==> src/include/otlm_map.svh <==
// Command bytes, field positions, reset values and fixed codes of the over-temperature register bank.
`ifndef OTLM_MAP_SVH
`define OTLM_MAP_SVH

`define OTLM_CMD_FIRST_MASK        8'h0C
`define OTLM_CMD_SECOND_MASK       8'h0D
`define OTLM_CMD_THIRD_MASK        8'h0E
`define OTLM_CMD_LOCAL_LIMIT       8'h40
`define OTLM_CMD_R1_FIRST_LIMIT    8'h41
`define OTLM_CMD_R2_FIRST_LIMIT    8'h42
`define OTLM_CMD_R1_SHARED_LIMIT   8'h49
`define OTLM_CMD_R2_SHARED_LIMIT   8'h4A
`define OTLM_CMD_HYSTERESIS        8'h5A
`define OTLM_CMD_MAKER_ID          8'hFE
`define OTLM_CMD_DIE_REV           8'hFF

`define OTLM_RST_FIRST_MASK        8'h01
`define OTLM_RST_SECOND_MASK       8'h00
`define OTLM_RST_THIRD_MASK        8'h07
`define OTLM_RST_LOCAL_LIMIT       8'h55
`define OTLM_RST_FIRST_LIMIT       8'h6E
`define OTLM_RST_SHARED_LIMIT      8'h55
`define OTLM_RST_HYSTERESIS        8'h0A

`define OTLM_MASK_BITS             8'h07
`define OTLM_LOCAL_LIMIT_BITS      8'h7F
`define OTLM_HYST_BITS             8'h1F
`define OTLM_READ_UNMAPPED         8'h00

`define OTLM_BIT_LOCAL             0
`define OTLM_BIT_REMOTE_ONE        1
`define OTLM_BIT_REMOTE_TWO        2

`define OTLM_HYST_WIDTH            5
`define OTLM_NUM_CHANNELS          5

`endif

==> src/include/otlm_pkg.sv <==
// Types shared by the over-temperature register bank.
package otlm_pkg;

  typedef logic [7:0] otlm_byte_t;

  typedef logic [4:0] otlm_hyst_t;

  typedef logic [2:0] otlm_evset_t;

  typedef enum logic [2:0] {
    OTLM_CH_LOCAL       = 3'b000,
    OTLM_CH_R1_FIRST    = 3'b001,
    OTLM_CH_R2_FIRST    = 3'b010,
    OTLM_CH_R1_SHARED   = 3'b011,
    OTLM_CH_R2_SHARED   = 3'b100
  } otlm_chan_t;

endpackage : otlm_pkg

==> src/rtl/otlm_hyst_cmp.sv <==
// One channel comparator with a set threshold and a hysteresis-lowered clear threshold.
`timescale 1ns/1ps
`include "otlm_map.svh"

module otlm_hyst_cmp (
  input  wire logic                i_mclk,
  input  wire logic                i_arst_n,
  input  wire logic                i_sample,
  input  wire otlm_pkg::otlm_byte_t i_temp,
  input  wire otlm_pkg::otlm_byte_t i_limit,
  input  wire otlm_pkg::otlm_hyst_t i_hyst,
  output logic                     o_event
);

  logic       event_q;
  logic       next_event;
  logic [8:0] temp_plus_hyst;

  always_comb begin
    temp_plus_hyst = {1'b0, i_temp} + {4'b0000, i_hyst};
    next_event     = event_q;
    if (i_sample) begin
      if (i_temp >= i_limit) begin
        next_event = 1'b1;
      end else if (temp_plus_hyst < {1'b0, i_limit}) begin
        next_event = 1'b0;
      end
    end
  end

  always_ff @(posedge i_mclk or negedge i_arst_n) begin
    if (!i_arst_n) begin
      event_q <= 1'b0;
    end else begin
      event_q <= next_event;
    end
  end

  assign o_event = event_q;

endmodule : otlm_hyst_cmp

==> src/rtl/otlm_pin_drive.sv <==
// Masks three channel events, ORs them and drives one active-low open-drain output.
`timescale 1ns/1ps

module otlm_pin_drive (
  input  wire logic                 i_mclk,
  input  wire logic                 i_arst_n,
  input  wire otlm_pkg::otlm_evset_t i_events,
  input  wire otlm_pkg::otlm_evset_t i_block,
  output logic                      o_pin_out,
  output logic                      o_pin_oe,
  output logic                      o_asserted
);

  logic asserted_q;
  logic next_asserted;

  always_comb begin
    next_asserted = |(i_events & ~i_block);
  end

  always_ff @(posedge i_mclk or negedge i_arst_n) begin
    if (!i_arst_n) begin
      asserted_q <= 1'b0;
    end else begin
      asserted_q <= next_asserted;
    end
  end

  assign o_pin_out  = 1'b0;
  assign o_pin_oe   = asserted_q;
  assign o_asserted = asserted_q;

endmodule : otlm_pin_drive

==> src/rtl/otlm_regs.sv <==
// Over-temperature limit, hysteresis, mask and identity register bank with three open-drain outputs.
// Operation
// - Mask bit 2 of the third output blocks the remote-two event from that output, and 0 lets it pass.
// - Mask bit 1 of the third output blocks the remote-one event from that output, and 0 lets it pass.
// - Mask bit 0 of the third output blocks the local event from that output, and 0 lets it pass.
// - The upper five bits of the third output mask always read zero.
// - The third output mask sits at command 0x0E and resets with all three events blocked.
// - The local limit holds 0 to 127 degrees, its top bit reads zero, and it resets to 0x55.
// - The local limit is the threshold of the local error event.
// - Each remote limit is a full read-write byte of whole degrees from 0 to 255.
// - The first output remote limits sit at 0x41 and 0x42, reset to 110 degrees and feed only that output.
// - The shared remote limits at 0x49 and 0x4A serve the second and third outputs and reset to 85 degrees.
// - All outputs share the single local limit, the first uses its own remote limits, the others the shared ones.
// - A common hysteresis is subtracted from every limit when the temperature is falling, resetting to ten degrees.
// - The hysteresis keeps five writable bits and its upper three bits read zero.
// - An event sets at or above its limit and clears only below the limit minus the hysteresis.
`timescale 1ns/1ps
`include "otlm_map.svh"

module otlm_regs #(
  parameter logic [7:0] MAKER_CODE    = 8'h5A, // Arbitrary value.
  parameter logic [7:0] REVISION_CODE = 8'h3C  // Arbitrary value.
) (
  input  wire logic                 i_mclk,
  input  wire logic                 i_arst_n,
  input  wire otlm_pkg::otlm_byte_t  i_cmd,
  input  wire logic                 i_wr_en,
  input  wire otlm_pkg::otlm_byte_t  i_wr_data,
  input  wire logic                 i_rd_en,
  output otlm_pkg::otlm_byte_t       o_rd_data,
  output logic                      o_rd_valid,
  input  wire logic                 i_conv_done,
  input  wire otlm_pkg::otlm_byte_t  i_local_temp,
  input  wire otlm_pkg::otlm_byte_t  i_remote_one_temp,
  input  wire otlm_pkg::otlm_byte_t  i_remote_two_temp,
  input  wire logic                 i_overtemp_out_first_in,
  output logic                      o_overtemp_out_first_out,
  output logic                      o_overtemp_out_first_oe,
  input  wire logic                 i_overtemp_out_second_in,
  output logic                      o_overtemp_out_second_out,
  output logic                      o_overtemp_out_second_oe,
  input  wire logic                 i_overtemp_out_third_in,
  output logic                      o_overtemp_out_third_out,
  output logic                      o_overtemp_out_third_oe,
  output logic [4:0]                o_channel_events
);

  // Configuration registers.
  otlm_pkg::otlm_evset_t first_mask;
  otlm_pkg::otlm_evset_t second_mask;
  otlm_pkg::otlm_evset_t third_mask;
  logic [6:0]            local_limit;
  otlm_pkg::otlm_byte_t  remote_one_first_limit;
  otlm_pkg::otlm_byte_t  remote_two_first_limit;
  otlm_pkg::otlm_byte_t  remote_one_shared_limit;
  otlm_pkg::otlm_byte_t  remote_two_shared_limit;
  otlm_pkg::otlm_hyst_t  common_hysteresis;

  otlm_pkg::otlm_evset_t next_first_mask;
  otlm_pkg::otlm_evset_t next_second_mask;
  otlm_pkg::otlm_evset_t next_third_mask;
  logic [6:0]            next_local_limit;
  otlm_pkg::otlm_byte_t  next_remote_one_first_limit;
  otlm_pkg::otlm_byte_t  next_remote_two_first_limit;
  otlm_pkg::otlm_byte_t  next_remote_one_shared_limit;
  otlm_pkg::otlm_byte_t  next_remote_two_shared_limit;
  otlm_pkg::otlm_hyst_t  next_common_hysteresis;

  // Read port state.
  otlm_pkg::otlm_byte_t  rd_data;
  logic                  rd_valid;
  otlm_pkg::otlm_byte_t  next_rd_data;
  logic                  next_rd_valid;

  // Command decode.
  logic wr_first_mask;
  logic wr_second_mask;
  logic wr_third_mask;
  logic wr_local_limit;
  logic wr_r1_first;
  logic wr_r2_first;
  logic wr_r1_shared;
  logic wr_r2_shared;
  logic wr_hysteresis;

  // Channel comparator plumbing.
  otlm_pkg::otlm_byte_t  chan_temp  [`OTLM_NUM_CHANNELS];
  otlm_pkg::otlm_byte_t  chan_limit [`OTLM_NUM_CHANNELS];
  logic [4:0]            chan_event;
  otlm_pkg::otlm_evset_t first_events;
  otlm_pkg::otlm_evset_t shared_events;
  otlm_pkg::otlm_byte_t  local_limit_byte;

  always_comb begin
    wr_first_mask  = i_wr_en && (i_cmd == `OTLM_CMD_FIRST_MASK);
    wr_second_mask = i_wr_en && (i_cmd == `OTLM_CMD_SECOND_MASK);
    wr_third_mask  = i_wr_en && (i_cmd == `OTLM_CMD_THIRD_MASK);
    wr_local_limit = i_wr_en && (i_cmd == `OTLM_CMD_LOCAL_LIMIT);
    wr_r1_first    = i_wr_en && (i_cmd == `OTLM_CMD_R1_FIRST_LIMIT);
    wr_r2_first    = i_wr_en && (i_cmd == `OTLM_CMD_R2_FIRST_LIMIT);
    wr_r1_shared   = i_wr_en && (i_cmd == `OTLM_CMD_R1_SHARED_LIMIT);
    wr_r2_shared   = i_wr_en && (i_cmd == `OTLM_CMD_R2_SHARED_LIMIT);
    wr_hysteresis  = i_wr_en && (i_cmd == `OTLM_CMD_HYSTERESIS);
  end

  // Write path: each register keeps only its implemented bits; identity commands have no write decode.
  always_comb begin
    next_first_mask              = first_mask;
    next_second_mask             = second_mask;
    next_third_mask              = third_mask;
    next_local_limit             = local_limit;
    next_remote_one_first_limit  = remote_one_first_limit;
    next_remote_two_first_limit  = remote_two_first_limit;
    next_remote_one_shared_limit = remote_one_shared_limit;
    next_remote_two_shared_limit = remote_two_shared_limit;
    next_common_hysteresis       = common_hysteresis;
    if (wr_first_mask) begin
      next_first_mask = i_wr_data[2:0];
    end
    if (wr_second_mask) begin
      next_second_mask = i_wr_data[2:0];
    end
    if (wr_third_mask) begin
      next_third_mask = i_wr_data[2:0];
    end
    if (wr_local_limit) begin
      next_local_limit = i_wr_data[6:0];
    end
    if (wr_r1_first) begin
      next_remote_one_first_limit = i_wr_data;
    end
    if (wr_r2_first) begin
      next_remote_two_first_limit = i_wr_data;
    end
    if (wr_r1_shared) begin
      next_remote_one_shared_limit = i_wr_data;
    end
    if (wr_r2_shared) begin
      next_remote_two_shared_limit = i_wr_data;
    end
    if (wr_hysteresis) begin
      next_common_hysteresis = i_wr_data[4:0];
    end
  end

  always_ff @(posedge i_mclk or negedge i_arst_n) begin
    if (!i_arst_n) begin
      first_mask              <= 3'(`OTLM_RST_FIRST_MASK);
      second_mask             <= 3'(`OTLM_RST_SECOND_MASK);
      third_mask              <= 3'(`OTLM_RST_THIRD_MASK);
      local_limit             <= 7'(`OTLM_RST_LOCAL_LIMIT);
      remote_one_first_limit  <= `OTLM_RST_FIRST_LIMIT;
      remote_two_first_limit  <= `OTLM_RST_FIRST_LIMIT;
      remote_one_shared_limit <= `OTLM_RST_SHARED_LIMIT;
      remote_two_shared_limit <= `OTLM_RST_SHARED_LIMIT;
      common_hysteresis       <= 5'(`OTLM_RST_HYSTERESIS);
    end else begin
      first_mask              <= next_first_mask;
      second_mask             <= next_second_mask;
      third_mask              <= next_third_mask;
      local_limit             <= next_local_limit;
      remote_one_first_limit  <= next_remote_one_first_limit;
      remote_two_first_limit  <= next_remote_two_first_limit;
      remote_one_shared_limit <= next_remote_one_shared_limit;
      remote_two_shared_limit <= next_remote_two_shared_limit;
      common_hysteresis       <= next_common_hysteresis;
    end
  end

  // Read path: unimplemented bits and unmapped commands return zero.
  always_comb begin
    next_rd_data  = rd_data;
    next_rd_valid = i_rd_en;
    if (i_rd_en) begin
      unique case (i_cmd)
        `OTLM_CMD_FIRST_MASK: begin
          next_rd_data = {5'b0_0000, first_mask};
        end
        `OTLM_CMD_SECOND_MASK: begin
          next_rd_data = {5'b0_0000, second_mask};
        end
        `OTLM_CMD_THIRD_MASK: begin
          next_rd_data = {5'b0_0000, third_mask};
        end
        `OTLM_CMD_LOCAL_LIMIT: begin
          next_rd_data = {1'b0, local_limit};
        end
        `OTLM_CMD_R1_FIRST_LIMIT: begin
          next_rd_data = remote_one_first_limit;
        end
        `OTLM_CMD_R2_FIRST_LIMIT: begin
          next_rd_data = remote_two_first_limit;
        end
        `OTLM_CMD_R1_SHARED_LIMIT: begin
          next_rd_data = remote_one_shared_limit;
        end
        `OTLM_CMD_R2_SHARED_LIMIT: begin
          next_rd_data = remote_two_shared_limit;
        end
        `OTLM_CMD_HYSTERESIS: begin
          next_rd_data = {3'b000, common_hysteresis};
        end
        `OTLM_CMD_MAKER_ID: begin
          next_rd_data = MAKER_CODE;
        end
        `OTLM_CMD_DIE_REV: begin
          next_rd_data = REVISION_CODE;
        end
        default: begin
          next_rd_data = `OTLM_READ_UNMAPPED;
        end
      endcase
    end
  end

  always_ff @(posedge i_mclk or negedge i_arst_n) begin
    if (!i_arst_n) begin
      rd_data  <= `OTLM_READ_UNMAPPED;
      rd_valid <= 1'b0;
    end else begin
      rd_data  <= next_rd_data;
      rd_valid <= next_rd_valid;
    end
  end

  assign o_rd_data  = rd_data;
  assign o_rd_valid = rd_valid;

  // Channel map: the single local comparator feeds every output.
  always_comb begin
    local_limit_byte                         = {1'b0, local_limit};
    chan_temp[otlm_pkg::OTLM_CH_LOCAL]       = i_local_temp;
    chan_limit[otlm_pkg::OTLM_CH_LOCAL]      = local_limit_byte;
    chan_temp[otlm_pkg::OTLM_CH_R1_FIRST]    = i_remote_one_temp;
    chan_limit[otlm_pkg::OTLM_CH_R1_FIRST]   = remote_one_first_limit;
    chan_temp[otlm_pkg::OTLM_CH_R2_FIRST]    = i_remote_two_temp;
    chan_limit[otlm_pkg::OTLM_CH_R2_FIRST]   = remote_two_first_limit;
    chan_temp[otlm_pkg::OTLM_CH_R1_SHARED]   = i_remote_one_temp;
    chan_limit[otlm_pkg::OTLM_CH_R1_SHARED]  = remote_one_shared_limit;
    chan_temp[otlm_pkg::OTLM_CH_R2_SHARED]   = i_remote_two_temp;
    chan_limit[otlm_pkg::OTLM_CH_R2_SHARED]  = remote_two_shared_limit;
  end

  genvar g_ch;
  generate
    for (g_ch = 0; g_ch < `OTLM_NUM_CHANNELS; g_ch = g_ch + 1) begin : g_chan
      otlm_hyst_cmp u_cmp (
        .i_mclk   (i_mclk),
        .i_arst_n (i_arst_n),
        .i_sample (i_conv_done),
        .i_temp   (chan_temp[g_ch]),
        .i_limit  (chan_limit[g_ch]),
        .i_hyst   (common_hysteresis),
        .o_event  (chan_event[g_ch])
      );
    end
  endgenerate

  // Event sets per output, ordered remote two, remote one, local.
  always_comb begin
    first_events  = {chan_event[otlm_pkg::OTLM_CH_R2_FIRST],
                     chan_event[otlm_pkg::OTLM_CH_R1_FIRST],
                     chan_event[otlm_pkg::OTLM_CH_LOCAL]};
    shared_events = {chan_event[otlm_pkg::OTLM_CH_R2_SHARED],
                     chan_event[otlm_pkg::OTLM_CH_R1_SHARED],
                     chan_event[otlm_pkg::OTLM_CH_LOCAL]};
  end

  otlm_pin_drive u_first_pin (
    .i_mclk     (i_mclk),
    .i_arst_n   (i_arst_n),
    .i_events   (first_events),
    .i_block    (first_mask),
    .o_pin_out  (o_overtemp_out_first_out),
    .o_pin_oe   (o_overtemp_out_first_oe),
    .o_asserted ()
  );

  otlm_pin_drive u_second_pin (
    .i_mclk     (i_mclk),
    .i_arst_n   (i_arst_n),
    .i_events   (shared_events),
    .i_block    (second_mask),
    .o_pin_out  (o_overtemp_out_second_out),
    .o_pin_oe   (o_overtemp_out_second_oe),
    .o_asserted ()
  );

  // Bit 2 blocks remote two, bit 1 remote one, bit 0 local.
  otlm_pin_drive u_third_pin (
    .i_mclk     (i_mclk),
    .i_arst_n   (i_arst_n),
    .i_events   (shared_events),
    .i_block    (third_mask),
    .o_pin_out  (o_overtemp_out_third_out),
    .o_pin_oe   (o_overtemp_out_third_oe),
    .o_asserted ()
  );

  assign o_channel_events = chan_event;

endmodule : otlm_regs

==> config.mk <==
export PLATFORM = sky130hd
export DESIGN_NAME = otlm_regs
export DESIGN_NICKNAME = d
export VERILOG_FILES = /design/src/include/otlm_pkg.sv /design/src/rtl/otlm_hyst_cmp.sv /design/src/rtl/otlm_pin_drive.sv /design/src/rtl/otlm_regs.sv
export VERILOG_INCLUDE_DIRS = /design/src /design/src/include
export SDC_FILE = /design/constraint.sdc
export NUM_CORES = 1
export LEC_CHECK = 0
export BUFFER_PORTS_ARGS = -buffer_cell sky130_fd_sc_hd__buf_2
export CAP_MARGIN = 30
export CELL_PAD_IN_SITES_DETAIL_PLACEMENT = 0
export CELL_PAD_IN_SITES_GLOBAL_PLACEMENT = 1
export CORE_UTILIZATION = 35
export DETAILED_ROUTE_END_ITERATION = 16
export GPL_TIMING_DRIVEN = 0
export PLACE_DENSITY_LB_ADDON = 0.1
export REMOVE_ABC_BUFFERS = 1
export SYNTH_ARGS = -nofsm -noshare
export SYNTH_HDL_FRONTEND = slang
export SYNTH_HIERARCHICAL = 1
export SYNTH_SLANG_ARGS = --single-unit
==> constraint.sdc <==
create_clock -name i_mclk -period 6.7 [get_ports i_mclk]
set_input_delay 1.34 -clock i_mclk [delete_from_list [all_inputs] [get_ports i_mclk]]
set_output_delay 1.34 -clock i_mclk [all_outputs]
set_load 0.01 [all_outputs]
# Word level (Yosys, flattened, before mapping)
# Index checks and enable logic that the tools add are counted.
[word_totals]
reg_bits = 70
input_bits = 48
out_inout_bits = 20
word_cells = 82
[classes]
n_addsub = 3
n_lt_le_gt_ge = 10
eq_ne = 11
n_mux = 11
bitwise_logic = 6
reduce_logical = 22
[ops]
columns = ["cell", "n"]
rows = [
  ["case mux 8 bit (11 select lines)", 1],
  ["equality test 8 x 7 -> 1 bit, second input constant", 6],
  ["less-than comparator 9 x 8 -> 1 bit", 4],
  [">= comparator 8 bit", 4],
  ["adder 8 x 5 -> 9 bit", 3],
  ["equality test 8 x 4 -> 1 bit, second input constant", 3],
  ["equality test 8 bit, second input constant", 2],
  ["two-way mux 1 bit", 10],
  ["AND reduction 2 bit", 5],
  ["nonzero test 2 bit", 5],
  ["AND 3 bit", 3],
  ["logical AND 1 bit", 9],
  ["less-than comparator 9 x 7 -> 1 bit", 1],
  ["inverter 3 bit", 3],
  ["OR reduction 3 bit", 3],
  [">= comparator 8 x 7 -> 1 bit", 1],
]

# Depth between registers and ports, before layout
[depth]
ltp_word = 4
ltp_mapped = 13
ltp_nobuf = 13

# Modules after synthesis
# Netlist, hierarchy kept.
[modules_own_cells]
columns = ["mod", "n_inst", "cells_per_inst", "area_per_inst_um2", "seq_area_each_um2"]
rows = [
  ["otlm_regs", 1, 229, 2996.6, 1586.5],
  ["otlm_hyst_cmp (g_chan[0].u_cmp ...)", 3, 84, 676.9, 25.0],
  ["otlm_hyst_cmp (g_chan[1].u_cmp ...)", 2, 84, 678.2, 25.0],
  ["otlm_pin_drive", 3, 8, 72.6, 25.0],
]

# Worst setup path before layout
# No wires, ideal clock.
[synth_path]
path_type = "input -> register"
startpoint = "input port i_remote_one_temp[0]"
endpoint = "register g_chan[1].u_cmp.event_q"
setup_ps = 130
arrival_ps = 3215
t_required_ps = 6570
path_slack_ps = 3354
stages = 13
n_path_buf = 0
cell_sequence = "ha_1 inv_1 fa_1 nor2b_4 o21ai_2 a21boi_2 o21ai_1 xnor2_1 ha_1 a21oi_1 o21ai_0 o211ai_1 nand3_1"
[synth_via]
elab_chain_len = 4
elab_cells_between_ends = 6
cone_classes = "1 x add/sub; 2 x order compare; 1 x mux; 2 x reduce/logical"
[synth_lines]
columns = ["element", "line_no", "rtl"]
rows = [
  ["start, declared", "otlm_regs.sv:34", "input wire otlm_pkg::otlm_byte_t i_remote_one_temp,"],
  ["adder 8 x 5 -> 9 bit", "otlm_hyst_cmp.sv:20", "temp_plus_hyst = {1'b0, i_temp} + {4'b0000, i_hyst};"],
  ["less-than comparator 9 x 8 -> 1 bit", "otlm_hyst_cmp.sv:25", "end else if (temp_plus_hyst < {1'b0, i_limit}) begin"],
  ["nonzero test 2 bit (no source line)", "-", ""],
  ["AND reduction 2 bit (no source line)", "-", ""],
  ["end signal, assigned", "otlm_hyst_cmp.sv:35", "event_q <= next_event;"],
  ["end, declared", "otlm_hyst_cmp.sv:15", "logic event_q;"],
]
# Several ways; a longest one is shown, not always the timed one.
# A chain may end at the register's enable or synchronous reset.

# Worst setup path after layout
[layout_path]
startpoint = "input port i_remote_two_temp[0]"
endpoint = "register g_chan[4].u_cmp.event_q"
[layout_via]
elab_chain_len = 4
elab_cells_between_ends = 6
cone_classes = "1 x add/sub; 2 x order compare; 1 x mux; 2 x reduce/logical"
[layout_lines]
columns = ["element", "line_no", "rtl"]
rows = [
  ["start, declared", "otlm_regs.sv:35", "input wire otlm_pkg::otlm_byte_t i_remote_two_temp,"],
  ["adder 8 x 5 -> 9 bit", "otlm_hyst_cmp.sv:20", ""],
  ["less-than comparator 9 x 8 -> 1 bit", "otlm_hyst_cmp.sv:25", ""],
  ["nonzero test 2 bit (no source line)", "-", ""],
  ["AND reduction 2 bit (no source line)", "-", ""],
  ["end signal, assigned", "otlm_hyst_cmp.sv:35", ""],
  ["end, declared", "otlm_hyst_cmp.sv:15", ""],
]
# Several ways; a longest one is shown, not always the timed one.

==> flow_summary.json <==
{
  "m1WireLength_um": 9857,
  "r2r-start": "common_hysteresis[0]",
  "cap_viol_max_count": 0,
  "crit_arrival_ps": 3670,
  "sequential_cell_area_um2": 1787,
  "critical_path.cell_chain": "buf_2 -> ha_1 -> inv_1 -> fa_1 -> nor2b_4 -> o21ai_2 -> a21boi_2 -> o21ai_1 -> xnor2_1 -> ha_1 -> nand4_1 -> a21oi_1 -> o211ai_1 -> nand3_1",
  "area.growth.synth_to_final_pct": 12.87,
  "timing.final.crit_share_pct": 50.83,
  "fin_skew_ps": 10.19,
  "wl_met3_um": 556,
  "timing.critical_path.fanout_max": 4,
  "vias": 5273,
  "pwr_per_cell_area_nw_per_um2": 172.1,
  "endpoint_kind": "flip-flop",
  "ys.warnings.count": 6,
  "worst_setup_path_endpoint": "g_chan[4].u_cmp/o_event",
  "globalRoute.totalOverflow": 0,
  "hpwlAfterDp_um": 15020,
  "critical_path.slowest_cell": "sky130_fd_sc_hd__fa_1",
  "post_synth.cell_area_avg_um2": 9.809,
  "place.port_buffers": 61,
  "critical_path.top_delay_family": "adder cells",
  "tritoncts": "yes",
  "p_leak_nw": 3.239,
  "final_net_count": 886,
  "postSynthCellCount": 673,
  "worst_r2r_endpoint": "g_chan[4].u_cmp/o_event",
  "postSynthRegisterBits": 70,
  "cts_resized": 0,
  "num-fill-cells": 1828,
  "die-area_um2": 19410,
  "number_of_enable_flip_flop_cells_after_synthesis": 0,
  "crit_start": "i_remote_two_temp[0]",
  "hold_viol_final": 0,
  "dpl_worst_slack_ps": 2952,
  "setup-violations-final": 0,
  "num_io_pins": 68,
  "cp_num_cells": 14,
  "fp.coreArea_um2": 18210,
  "worst_ep_required_time_ps": 6970,
  "syn-cell-area_um2": 6601,
  "reg2reg_depth": 13,
  "detailedRoute.firstPassIterationCount": 4,
  "insertion_delay_ps": 340,
  "avgViaCountPerCell": 5.453,
  "reg2reg_setup_slack_ps": 3740,
  "fin_worst_hold_slack_ps": 494.6,
  "grtUsageTotal_pct": 20.80,
  "max_slew_margin_pct": 33.35,
  "period_needed_ps": 3405,
  "synth_top_area_share_pct": 18.95,
  "critPathLaunchType": "input pin",
  "ys_types": 64,
  "clock_sinks": 70,
  "post-route-drc-count": 0,
  "crit_path_max_incr_delay_ps": 440,
  "totalWireLength_um": 19340,
  "antennaDiodeCount": 0,
  "totalNegativeSetupSlack_ps": 0,
  "die_h_um": 139.3,
  "worst_hold_path_type": "flip-flop to flip-flop",
  "final_core_util_pct": 40.92,
  "cts_made_buffers": 9,
  "multiInputGateArea_um2": 4424,
  "max-vdd-ir-drop_mv": 0.1211,
  "post-cts-setup-buffers": 0,
  "crit_type": "input pin to flip-flop",
  "max_slew.worst_pin.slew_ps": 992.1,
  "row_count": 49,
  "max_freq_mhz": 293.6,
  "crit_buf_inv": 2,
  "yosysSeqAreaShare_pct": 27.07,
  "rsz_0062_raised_after_global_routing": "false",
  "synthTopCellsByArea": "sky130_fd_sc_hd__ha_1 19%, sky130_fd_sc_hd__dfrtp_1 16%, sky130_fd_sc_hd__dfstp_2 11%",
  "synthArstFlopShare_pct": 100.0,
  "cts_buffer_depth": 2,
  "die_w_um": 139.3,
  "grt_pass1_vias": 5393,
  "initial_utilization_pct": 36.25,
  "antenna_found_initial": 1,
  "finalWeightedCongestion": 0.8188,
  "yosys_most_used_dff": "sky130_fd_sc_hd__dfrtp_1",
  "wl_met2_um": 8742,
  "run_status": "finished clean",
  "drt.antenna.violating_nets": 0,
  "maximum_number_of_pins_on_one_net_before_global_route_repair": 71,
  "global_route_wire_length_before_repair_um": 30810,
  "final_max_slew_viol_count": 0,
  "cts_htree_levels": 3,
  "cts_hold_repair.buffers": 0,
  "timing.critical_path.mode_cell": "sky130_fd_sc_hd__ha_1",
  "clk_pin_slew_ps": 50,
  "drt_iter0_markers": 306,
  "synthDominantAreaCellType": "sky130_fd_sc_hd__ha_1",
  "final.setup.worst_slack_ps": 3295,
  "topRoutingLayerUsed": "met4",
  "final_routed_wire_length_divided_by_cell_count_um": 20.00,
  "ratio_of_cells_with_drive_above_1_in_the_final_layout_pct": 29.40,
  "clk_root_buffer_cell": "sky130_fd_sc_hd__clkbuf_16"
}
## per-layer routing
layer | up-vias | track usage [%]
met1 | 2585 | 30.43
met4 | 0 | 4.386
met2 | 111 | 32.50
met5 | - | 0
li1 | 2564 | -
met3 | 13 | 2.684
## power breakdown
part | total (W) | switching [W] | internal, W
logic | 0.000314 | 0.000179 | 0.000135
clock network | 0.000486 | 0.000187 | 0.000298
registers | 0.000482 | 0.0000310 | 0.000451
## worst min-delay path by stage
stage	start	end	slack, ps	cells past startpoint
4_1_cts	o_rd_data[1]	o_rd_data[1]	500	1
3_3_place_gp	o_rd_data[7]	o_rd_data[7]	470	1
3_5_place_dp	o_rd_data[1]	o_rd_data[1]	470	1
6_report	o_rd_data[1]	o_rd_data[1]	490	1
2_1_floorplan	second_mask[1]	u_second_pin/o_asserted	470	1
5_1_grt	o_rd_data[5]	o_rd_data[5]	520	1
## cells by family (layout without fill, tap and decap cells)
logic type | Yosys count | after routing | synth area share (%)
simple gates | 146 | 146 | 13.97
xor+xnor | 20 | 20 | 2.654
flops | 70 | 70 | 27.07
compound gates | 162 | 162 | 18.16
fa+ha+maj | 105 | 105 | 20.47
buf+inv | 97 | 162 | 5.913
other cells | 4 | 4 | 0.2274
mux | 69 | 69 | 11.54
## sequential cells by signal, indices dropped and copies added, names as in the netlist
name and cells:
o_rd_valid 1, remote_two_shared_limit 8, third_mask 3, remote_one_first_limit 8
common_hysteresis 5, remote_two_first_limit 8, local_limit 7, u_first_pin/o_asserted 1
o_rd_data 8, remote_one_shared_limit 8, u_third_pin/o_asserted 1, second_mask 3
g_chan.u_cmp/o_event 5, first_mask 3, u_second_pin/o_asserted 1
## cell usage after synthesis (all sizes together), types with 6 or more instances
cell / instances
a31oi: 7
a21oi: 52
ha: 100
inv: 84
buf: 10
nand4: 7
dfrtp: 42
mux2i: 12
nand2: 27
o31ai: 10
nor2b: 12
o2bb2ai: 6
a21o: 6
nor3b: 14
dfstp: 28
mux2: 57
xnor2: 20
nand2b: 25
a211oi: 7
nand3: 23
nor2: 18
o22ai: 6
o21ai: 22
o211ai: 13
nor3: 7
## metrics by stage
| stage | instances | power [W] | cell area (um^2) |
|---|---|---|---|
| after floorplan | 660 | 0.0006789 | 6526 |
| after global placement | 950 | 0.0007928 | 7118 |
| after detailed placement | 950 | 0.0008033 | 7121 |
| after CTS | 966 | 0.001296 | 7423 |
| after global routing | 967 | 0.001360 | 7451 |
| final | 967 | 0.001282 | 7451 |
## final cells by class
class                           count  share of cell area [%]
Clock buffer                       11                   3.258
Clock inverter                      5                  0.8060
Inverter                           84                   4.232
Multi-Input combinational cell    506                   59.38
Sequential cell                    70                   23.98
Tap cell                          229                   3.846
Timing Repair Buffer               62                   4.500
## layout by cell type (no fill, tap or decap), drive strengths merged, types with 2 or more instances in the layout
cell / Yosys / layout
a211oi: 7 / 7
a21boi: 5 / 5
a21o: 6 / 6
a21oi: 52 / 52
a221oi: 5 / 5
a222oi: 2 / 2
a22o: 3 / 3
a31oi: 7 / 7
a32oi: 4 / 4
and2: 2 / 2
buf: 10 / 62
clkbuf: 3 / 11
clkinvlp: 0 / 4
conb: 4 / 4
dfrtp: 42 / 42
dfstp: 28 / 28
fa: 5 / 5
ha: 100 / 100
inv: 84 / 84
mux2: 57 / 57
mux2i: 12 / 12
nand2: 27 / 27
nand2b: 25 / 25
nand3: 23 / 23
nand3b: 2 / 2
nand4: 7 / 7
nor2: 18 / 18
nor2b: 12 / 12
nor3: 7 / 7
nor3b: 14 / 14
o211ai: 13 / 13
o21ai: 22 / 22
o21bai: 5 / 5
o221a: 2 / 2
o221ai: 3 / 3
o22ai: 6 / 6
o2bb2ai: 6 / 6
o31ai: 10 / 10
or3b: 2 / 2
xnor2: 20 / 20
Note: power is estimated with default switching activity, not from simulation.
